### src/scan_ctrl_pkg.sv
// Constants for the channel and interrupt control of the acquisition card.
// Assumes a single 100 MHz clock and a byte-wide host register port.
package scan_ctrl_pkg;
  localparam int ADDR_W = 4;
  localparam int DATA_W = 8;
  localparam int CODE_W = 4;

  // ----------------------------------------------------------------
  // Register offsets
  // ----------------------------------------------------------------
  localparam logic [ADDR_W-1:0] CHAN_CTRL_OFS = 4'h0;
  localparam logic [ADDR_W-1:0] STATUS_OFS = 4'h0;
  localparam logic [ADDR_W-1:0] ADC_CLEAR_OFS = 4'h1;
  localparam logic [ADDR_W-1:0] CONFIG_OFS = 4'h5;
  localparam logic [ADDR_W-1:0] TIMER_CLEAR_OFS = 4'h6;

  // ----------------------------------------------------------------
  // Field positions
  // ----------------------------------------------------------------
  localparam int SCAN_OFF_POS = 7;
  localparam int CNT_EN_POS = 6;
  localparam int EXT_EN_POS = 5;
  localparam int QUEUE_EN_POS = 4;
  localparam int HALF_SEL_POS = 5;
  localparam int CLK_SRC_POS = 3;
  localparam int PAIRED_POS = 2;
  localparam int RANGE_HI_POS = 1;
  localparam int RANGE_LO_POS = 0;

  localparam int ST_ONE_POS = 7;
  localparam int ST_HALF_N_POS = 6;
  localparam int ST_BUSY_POS = 4;
  localparam int ST_EXT_N_POS = 3;
  localparam int ST_CNT_POS = 2;
  localparam int ST_ERR_POS = 1;
  localparam int ST_AVAIL_POS = 0;

  // ----------------------------------------------------------------
  // Reset values and decode constants
  // ----------------------------------------------------------------
  localparam logic [DATA_W-1:0] CMD_RESET = 8'h00;
  localparam logic [CODE_W-1:0] CODE_ZERO = 4'h0;
  localparam logic [CODE_W-1:0] PAIR_OFFSET = 4'h8;
endpackage

### src/mux_link_if.sv
// Carrier between the register logic and the channel sequencer.
// Assumes both ends share sys_clk.
interface mux_link_if;
  import scan_ctrl_pkg::*;
  logic [CODE_W-1:0] code;
  logic scan_off;
  logic paired;
  logic load;
  logic step;
  logic [CODE_W-1:0] pos;
  logic [CODE_W-1:0] neg;
  logic neg_en;
  logic ground;

  modport ctrl
  (
    output code, scan_off, paired, load, step,
    input pos, neg, neg_en, ground
  );
  modport seq
  (
    input code, scan_off, paired, load, step,
    output pos, neg, neg_en, ground
  );
endinterface

### src/channel_sequencer.sv
// Scan counter and analog multiplexer decode.
// Assumes load and step arrive as one-cycle pulses on sys_clk.
module channel_sequencer
(
  // Clock and reset
  input wire logic sys_clk,
  input wire logic srst,
  // Link to register logic
  mux_link_if.seq lnk
);
  import scan_ctrl_pkg::*;

  typedef struct packed
  {
    logic [CODE_W-1:0] count;
    logic [CODE_W-1:0] pos;
    logic [CODE_W-1:0] neg;
    logic neg_en;
    logic ground;
  } seq_state_t;

  seq_state_t st;
  seq_state_t next_st;
  logic [CODE_W-1:0] start;
  logic [CODE_W-1:0] active;

  // ----------------------------------------------------------------
  // Next state
  // ----------------------------------------------------------------
  always_comb
  begin
    next_st = st;
    // Paired scanning stays within the first eight channels
    start = lnk.paired ? {1'b0, lnk.code[CODE_W-2:0]} : lnk.code;
    if (lnk.load)
    begin
      next_st.count = start;
    end
    else if (lnk.step && !lnk.scan_off)
    begin
      if (st.count == CODE_ZERO)
      begin
        next_st.count = start;
      end
      else
      begin
        next_st.count = st.count - 4'h1;
      end
    end
    active = lnk.scan_off ? lnk.code : st.count;
    if (lnk.paired && active[CODE_W-1])
    begin
      next_st.ground = 1'b1;
      next_st.neg_en = 1'b0;
      next_st.pos = CODE_ZERO;
      next_st.neg = CODE_ZERO;
    end
    else if (lnk.paired)
    begin
      next_st.ground = 1'b0;
      next_st.neg_en = 1'b1;
      next_st.pos = active;
      next_st.neg = active + PAIR_OFFSET;
    end
    else
    begin
      next_st.ground = 1'b0;
      next_st.neg_en = 1'b0;
      next_st.pos = active;
      next_st.neg = CODE_ZERO;
    end
  end

  always_ff @(posedge sys_clk)
  begin
    if (srst)
    begin
      st <= '0;
    end
    else
    begin
      st <= next_st;
    end
  end

  assign lnk.pos = st.pos;
  assign lnk.neg = st.neg;
  assign lnk.neg_en = st.neg_en;
  assign lnk.ground = st.ground;

  a_scan_down: assert property (@(posedge sys_clk) disable iff (srst)
    (lnk.step && !lnk.scan_off && !lnk.load && st.count != CODE_ZERO)
    |=> st.count == $past(st.count) - 4'h1)
    else $error("scan counter did not step down");

  a_scan_wrap: assert property (@(posedge sys_clk) disable iff (srst)
    (lnk.step && !lnk.scan_off && !lnk.load && st.count == CODE_ZERO
     && !lnk.paired)
    |=> st.count == $past(lnk.code))
    else $error("scan counter did not wrap to start");

  a_single_hold: assert property (@(posedge sys_clk) disable iff (srst)
    (lnk.scan_off && !lnk.paired) |=> lnk.pos == $past(lnk.code))
    else $error("single channel not selected");

  a_pair_ground: assert property (@(posedge sys_clk) disable iff (srst)
    (lnk.scan_off && lnk.paired && lnk.code[CODE_W-1])
    |=> lnk.ground && !lnk.neg_en)
    else $error("grounded input not selected");

  a_pair_neg: assert property (@(posedge sys_clk) disable iff (srst)
    (lnk.scan_off && lnk.paired && !lnk.code[CODE_W-1])
    |=> lnk.neg_en && lnk.neg == $past(lnk.code) + PAIR_OFFSET)
    else $error("negative pair channel wrong");
endmodule

### src/scan_control.sv
// Command registers, status read-back and interrupt request of the
// channel scan control. Assumes host bus strobes are one-cycle pulses
// synchronous to sys_clk; other registers on the card decode elsewhere.
module scan_control
(
  // Clock and reset
  input wire logic sys_clk,
  input wire logic srst,
  // Host register port
  input wire logic [scan_ctrl_pkg::ADDR_W-1:0] bus_addr,
  input wire logic [scan_ctrl_pkg::DATA_W-1:0] bus_wdata,
  input wire logic bus_wr,
  input wire logic bus_rd,
  output logic [scan_ctrl_pkg::DATA_W-1:0] bus_rdata,
  // Converter and sample queue status
  input wire logic conv_active,
  input wire logic conv_done,
  input wire logic data_error,
  input wire logic queue_not_empty,
  input wire logic queue_half_full,
  // Interrupt sources
  input wire logic counter_out,
  input wire logic external_irq_request_n,
  // Analog front end
  output logic [scan_ctrl_pkg::CODE_W-1:0] mux_pos_sel,
  output logic [scan_ctrl_pkg::CODE_W-1:0] mux_neg_sel,
  output logic mux_neg_enable,
  output logic ground_input_select,
  output logic [1:0] input_range,
  output logic clk1_internal,
  output logic adc_clear,
  // Host interrupt
  output logic irq
);
  import scan_ctrl_pkg::*;

  typedef struct packed
  {
    logic scan_off_bit;
    logic counter_irq_enable;
    logic external_irq_enable;
    logic sample_queue_irq_enable;
    logic [CODE_W-1:0] mux_channel_code;
    logic half_level_irq_select;
    logic clk1_internal;
    logic paired_input_select;
    logic [1:0] input_range;
    logic load;
    logic counter_prev;
    logic counter_flag;
    logic adc_clear;
    logic irq;
    logic [DATA_W-1:0] rdata;
  } ctrl_state_t;

  ctrl_state_t st;
  ctrl_state_t next_st;
  logic wr_chan;
  logic wr_config;
  logic cnt_rise;
  logic queue_req;

  mux_link_if lnk ();

  channel_sequencer u_seq
  (
    .sys_clk(sys_clk),
    .srst(srst),
    .lnk(lnk.seq)
  );

  // ----------------------------------------------------------------
  // Register writes, flags and read-back
  // ----------------------------------------------------------------
  always_comb
  begin
    next_st = st;
    wr_chan = bus_wr && bus_addr == CHAN_CTRL_OFS;
    wr_config = bus_wr && bus_addr == CONFIG_OFS;
    if (wr_chan)
    begin
      next_st.scan_off_bit = bus_wdata[SCAN_OFF_POS];
      next_st.counter_irq_enable = bus_wdata[CNT_EN_POS];
      next_st.external_irq_enable = bus_wdata[EXT_EN_POS];
      next_st.sample_queue_irq_enable = bus_wdata[QUEUE_EN_POS];
      next_st.mux_channel_code = bus_wdata[CODE_W-1:0];
    end
    // Reserved config bits are simply not stored
    if (wr_config)
    begin
      next_st.half_level_irq_select = bus_wdata[HALF_SEL_POS];
      next_st.clk1_internal = bus_wdata[CLK_SRC_POS];
      next_st.paired_input_select = bus_wdata[PAIRED_POS];
      next_st.input_range = bus_wdata[RANGE_HI_POS:RANGE_LO_POS];
    end
    // Set-low inverted bit means scanning; a set write loads the counter
    next_st.load = wr_chan && bus_wdata[SCAN_OFF_POS];
    next_st.adc_clear = bus_write_strobe(bus_wr, bus_addr, ADC_CLEAR_OFS);
    cnt_rise = counter_out && !st.counter_prev;
    next_st.counter_prev = counter_out;
    // Edge arriving with a clear write still latches
    if (st.counter_irq_enable && cnt_rise)
    begin
      next_st.counter_flag = 1'b1;
    end
    else if (bus_write_strobe(bus_wr, bus_addr, TIMER_CLEAR_OFS))
    begin
      next_st.counter_flag = 1'b0;
    end
    queue_req = st.half_level_irq_select ? queue_half_full
                                         : queue_not_empty;
    next_st.irq = st.counter_flag
      || (st.external_irq_enable && !external_irq_request_n)
      || (st.sample_queue_irq_enable && queue_req);
    next_st.rdata = '0;
    if (bus_rd && bus_addr == STATUS_OFS)
    begin
      next_st.rdata[ST_ONE_POS] = 1'b1;
      next_st.rdata[ST_HALF_N_POS] = !queue_half_full;
      next_st.rdata[ST_BUSY_POS] = conv_active;
      next_st.rdata[ST_EXT_N_POS] = external_irq_request_n;
      next_st.rdata[ST_CNT_POS] = st.counter_flag;
      next_st.rdata[ST_ERR_POS] = data_error;
      next_st.rdata[ST_AVAIL_POS] = queue_not_empty;
    end
  end

  function automatic logic bus_write_strobe
  (
    input logic wr,
    input logic [ADDR_W-1:0] addr,
    input logic [ADDR_W-1:0] ofs
  );
    bus_write_strobe = wr && addr == ofs;
  endfunction

  always_ff @(posedge sys_clk)
  begin
    if (srst)
    begin
      st <= '0;
    end
    else
    begin
      st <= next_st;
    end
  end

  // ----------------------------------------------------------------
  // Sequencer link and outputs
  // ----------------------------------------------------------------
  assign lnk.code = st.mux_channel_code;
  assign lnk.scan_off = st.scan_off_bit;
  assign lnk.paired = st.paired_input_select;
  assign lnk.load = st.load;
  assign lnk.step = conv_done;

  assign mux_pos_sel = lnk.pos;
  assign mux_neg_sel = lnk.neg;
  assign mux_neg_enable = lnk.neg_en;
  assign ground_input_select = lnk.ground;
  assign input_range = st.input_range;
  assign clk1_internal = st.clk1_internal;
  assign adc_clear = st.adc_clear;
  assign irq = st.irq;
  assign bus_rdata = st.rdata;

  a_reset_clear: assert property (@(posedge sys_clk)
    srst |=> st.mux_channel_code == CMD_RESET[CODE_W-1:0] && !irq
      && !st.scan_off_bit && !st.paired_input_select)
    else $error("command bits not cleared by reset");

  a_strobe_pulse: assert property (@(posedge sys_clk) disable iff (srst)
    (bus_wr && bus_addr == ADC_CLEAR_OFS) |=> adc_clear ##1 (!adc_clear
      || $past(bus_wr && bus_addr == ADC_CLEAR_OFS)))
    else $error("clear strobe not a single pulse");

  a_cnt_latch: assert property (@(posedge sys_clk) disable iff (srst)
    (st.counter_irq_enable && counter_out && !st.counter_prev)
    |=> st.counter_flag ##1 irq)
    else $error("counter interrupt not raised");

  a_cnt_clear: assert property (@(posedge sys_clk) disable iff (srst)
    (bus_wr && bus_addr == TIMER_CLEAR_OFS
     && !(st.counter_irq_enable && counter_out && !st.counter_prev))
    |=> !st.counter_flag)
    else $error("counter interrupt not cleared");

  a_ext_irq: assert property (@(posedge sys_clk) disable iff (srst)
    (st.external_irq_enable && !external_irq_request_n) |=> irq)
    else $error("external interrupt not raised");

  a_queue_half: assert property (@(posedge sys_clk) disable iff (srst)
    (st.sample_queue_irq_enable && st.half_level_irq_select
     && queue_half_full) |=> irq)
    else $error("half level interrupt missing");

  a_status_read: assert property (@(posedge sys_clk) disable iff (srst)
    (bus_rd && bus_addr == STATUS_OFS) |=> bus_rdata[ST_ONE_POS]
      && bus_rdata[ST_CNT_POS] == $past(st.counter_flag)
      && bus_rdata[ST_HALF_N_POS] == !$past(queue_half_full))
    else $error("status read-back wrong");

  a_chan_write: assert property (@(posedge sys_clk) disable iff (srst)
    (bus_wr && bus_addr == CHAN_CTRL_OFS)
    |=> st.scan_off_bit == $past(bus_wdata[SCAN_OFF_POS])
      && st.mux_channel_code == $past(bus_wdata[CODE_W-1:0]))
    else $error("control byte not captured");
endmodule

### config.mk
export PLATFORM = sky130hd
export DESIGN_NAME = scan_control
export DESIGN_NICKNAME = d
export VERILOG_FILES = /design/src/scan_ctrl_pkg.sv /design/src/mux_link_if.sv /design/src/channel_sequencer.sv /design/src/scan_control.sv
export SDC_FILE = /design/constraint.sdc
export NUM_CORES = 1
export LEC_CHECK = 0
export BUFFER_PORTS_ARGS = -buffer_cell sky130_fd_sc_hd__buf_2
export CORE_MARGIN = 8
export CORE_UTILIZATION = 45
export DETAILED_ROUTE_END_ITERATION = 8
export PLACE_DENSITY = 0.71
export SLEW_MARGIN = 20
export SYNTH_ARGS = -nofsm -noshare
export SYNTH_HDL_FRONTEND = slang
export SYNTH_SLANG_ARGS = --single-unit
### constraint.sdc
create_clock -name sys_clk -period 2.7 [get_ports sys_clk]
set_input_delay 0.135 -clock sys_clk [delete_from_list [all_inputs] [get_ports sys_clk]]
set_output_delay 0.135 -clock sys_clk [all_outputs]
set_load 0.03 [all_outputs]
==> results.toml <==
[yosys]
dominantRegCellSynth = "sky130_fd_sc_hd__dfxtp_1"
synthCells = 162
netlist.top_cell.by_area = "sky130_fd_sc_hd__dfxtp_1"
synth_top_cell_area_share = 0.488
post_synth.cell_area_avg_sq_um = 9.87
sequential_to_total_area_share_from_yosys_stat = 0.488
synth_area_sq_um = 1600
asyncSetResetFlopFracSynth = 0
synth_edf_count = 0
yosys.cell_types.count = 35
cell_types_with_the_largest_area_share_after_synthesis = "sky130_fd_sc_hd__dfxtp_1 (49%), sky130_fd_sc_hd__mux2i_1 (9.4%), sky130_fd_sc_hd__buf_4 (8.9%), sky130_fd_sc_hd__nor2_1 (5.2%), sky130_fd_sc_hd__and2_1 (2.0%)"
synth_fp_nets = 186
synth_warnings = 0
postSynthRegisterBits = 39

[critical_path]
timing.rr.end = "u_seq.st[13]"
crit_chain = "inv_1, ha_1, nor2b_1, a221o_1, a221oi_2, nor3_1"
critical_path_buf_inv_count = 1
worst_path_required_ps = 2910
end_kind = "register"
critical_path_peak_fanout = 4
path_delay_family = "compound AO/OA/AOI/OAI gates"
crit_type = "reg2reg"
slowest_delay_ps = 390
critPathSlowestCell = "sky130_fd_sc_hd__dfxtp_1"
rrSetupSlack_ps = 1140
ff2ff_path_depth = 6
cp.arrival_ps = 1780
start_kind = "register"
worst_r2r_startpoint = "u_seq.st[10]"

[die]
die_x_um = 75.6
die-area_sq_um = 5720
floorplan.die.height_um = 75.6
initial_utilization = 0.475
coreArea_sq_um = 3360
design.portCount = 46
fp-row-count = 21

[clocking]
max_root_sink_buffers = 2
clock_tree.htree_level_count = 2
cts_tree = "built"
post_cts_buffers = 0
cts_resized = 0
clock_sinks = 39
ctsRootBufferMaster = "sky130_fd_sc_hd__clkbuf_4"
cts_made_buffers = 5
clkLatencyLatePin_ps = 340
worst_path_clk_slew_ps = 110
total_of_hold_buffers_inserted_after_clock_tree_synthesis = 5

[placement]
place.port_buffers = 44
place.gp.congestion = 0.875
dp_worst_setup_slack_ps = 1190
hpwl_um = 2400

[power_and_ir_drop]
power.leakage_nw = 0.802
power.density_cell_area_nw_per_um2 = 600
total_power_w = 0.00111
ir_drop_v = 0.000311

[sta]
final_total_negative_setup_slack_ps = 0
fmax_mhz = 640
finalCriticalPeriod_ps = 1560
finalHoldWorstSlack_ps = 27.4
finalClockSkew_ps = 8.09
setup_viol = 0
tcrit_tclk_final = 0.579
report.final.slew_viol_count = 0
finalHoldViolations = 0
unrepaired_setup_endpoints_after_global_routing = "no"
fin_ws_ps = 1140

[global_routing]
first_pass_grt_wire_length_um = 5280
antenna_violations_before_repair = 0
grt_overflow_total = 0
number_of_global_route_vias_before_repair = 1240
grt_start_max_net_pins = 27
track_usage = 0.122

[layout]
layout-area-overhead-vs-synth_pct = 15.7
post_route_cells_drive_above_1_share = 0.310
layout.nets = 220
antenna_cells_inserted = 0
post-route-util = 0.550

[min_path]
startpoint_of_the_worst_hold_path = "counter_out"
hold_depth = 2
hold_path_end = "st[11]"
holdCritPathClass = "in2reg"

[status]
outcome = "complete, no violations"

[route]
first_pass_iters = 4
detail_route.iter0.violations = 69
route.detailed.drc = 0
drtAntennaViolNets = 0
detail_route.vias_per_cell = 4.95
wire_per_inst_um = 13.0
vias = 1204
routed_wl_um = 3170

[job]
maximum_capacitance_violations = 0
[cell type report]
class / count / area, sq um
repair buffers: 50 / 278
clock inverters: 3 / 43.8
flip-flops and latches: 39 / 781
well taps: 46 / 57.6
clock buffers: 5 / 37.5
multi-input cells: 92 / 623
inverters: 8 / 30.0
fillers: 332 / 1510
[power by group]
group | total (W) | switching (W) | internal (W)
Clock | 0.000379 | 0.000184 | 0.000195
Sequential | 0.000601 | 0.0000113 | 0.000590
Combinational | 0.000130 | 0.0000732 | 0.0000563
[synth_stat cells (2+ instances only)]
master                     number
sky130_fd_sc_hd__nor2b_1        4
sky130_fd_sc_hd__and2_1         5
sky130_fd_sc_hd__mux2i_1       15
sky130_fd_sc_hd__clkbuf_1       3
sky130_fd_sc_hd__nand2b_1       3
sky130_fd_sc_hd__buf_4         19
sky130_fd_sc_hd__a21oi_1        5
sky130_fd_sc_hd__dfxtp_1       39
sky130_fd_sc_hd__nor3_1         3
sky130_fd_sc_hd__o21ai_0        3
sky130_fd_sc_hd__o221ai_1       2
sky130_fd_sc_hd__nand2_1        6
sky130_fd_sc_hd__inv_1          8
sky130_fd_sc_hd__nor2_1        22
sky130_fd_sc_hd__nand3b_1       4
sky130_fd_sc_hd__a221oi_1       2
[through the flow]
| stage | instance area (sq um) | instances |
|---|---|---|
| global placement | 1720 | 230 |
| CTS | 1850 | 243 |
| detailed placement | 1720 | 230 |
| floorplan | 1600 | 162 |
| global route | 1850 | 243 |
| finish | 1850 | 243 |
[worst reg2reg max path: cells and delay by family, from the launching register on]
family / cells / cell delay, ps
compound gates: 2 / 540
flops: 1 / 390
fa+ha+maj: 1 / 220
buf+inv: 1 / 80
simple gates: 2 / 220
[placed cells by master, fill, tap and decap left out, types with 2 or more instances in the layout]
master / instances
sky130_fd_sc_hd__a21oi_1: 5
sky130_fd_sc_hd__a221oi_1: 2
sky130_fd_sc_hd__and2_1: 5
sky130_fd_sc_hd__buf_2: 44
sky130_fd_sc_hd__clkbuf_4: 5
sky130_fd_sc_hd__dfxtp_1: 39
sky130_fd_sc_hd__dlygate4sd3_1: 5
sky130_fd_sc_hd__inv_1: 8
sky130_fd_sc_hd__mux2i_1: 15
sky130_fd_sc_hd__nand2_1: 6
sky130_fd_sc_hd__nand2b_1: 3
sky130_fd_sc_hd__nand3b_1: 4
sky130_fd_sc_hd__nor2_1: 22
sky130_fd_sc_hd__nor2b_1: 4
sky130_fd_sc_hd__nor3_1: 3
sky130_fd_sc_hd__o21ai_0: 3
sky130_fd_sc_hd__o221ai_1: 2
[per-layer routing]
| metal | up-vias | GRT usage | part of all wire |
|---|---|---|---|
| met5 | - | 0 | 0 |
| met4 | 0 | 0.0853 | 0.033 |
| met3 | 11 | 0.0421 | 0.083 |
| met2 | 45 | 0.195 | 0.48 |
| met1 | 554 | 0.133 | 0.40 |
| li1 | 594 | - | - |
[state kept, by name, summed over array words and instances (netlist names)]
signal	cells
adc_clear	1
bus_rdata	7
clk1_internal	1
input_range	2
irq	1
lnk.code	4
lnk.load	1
lnk.paired	1
lnk.scan_off	1
st	6
u_seq.lnk.ground	1
u_seq.lnk.neg	4
u_seq.lnk.neg_en	1
u_seq.lnk.pos	4
u_seq.st	4
[how the worst max path moves through the flow]
stage,from,to,depth (start not counted)
after floorplan,u_seq.st[10],u_seq.st[13],6
after global routing,u_seq.st[10],u_seq.st[13],6
after global placement,u_seq.st[10],u_seq.st[13],6
after detailed placement,u_seq.st[10],u_seq.st[13],6
final,u_seq.st[10],u_seq.st[13],6
after CTS,u_seq.st[10],u_seq.st[13],6
[cells by family after synthesis]
group	count (synthesis)	share of synthesized area
buffers and inverters	31	0.122
AOI/OAI and AO/OA	17	0.0759
and+or+nand+nor	57	0.203
DFF	39	0.488
other	1	0.00235
muxes	16	0.101
adders and majority gates	1	0.00782
No activity file was read; power rests on OpenSTA's default activity.
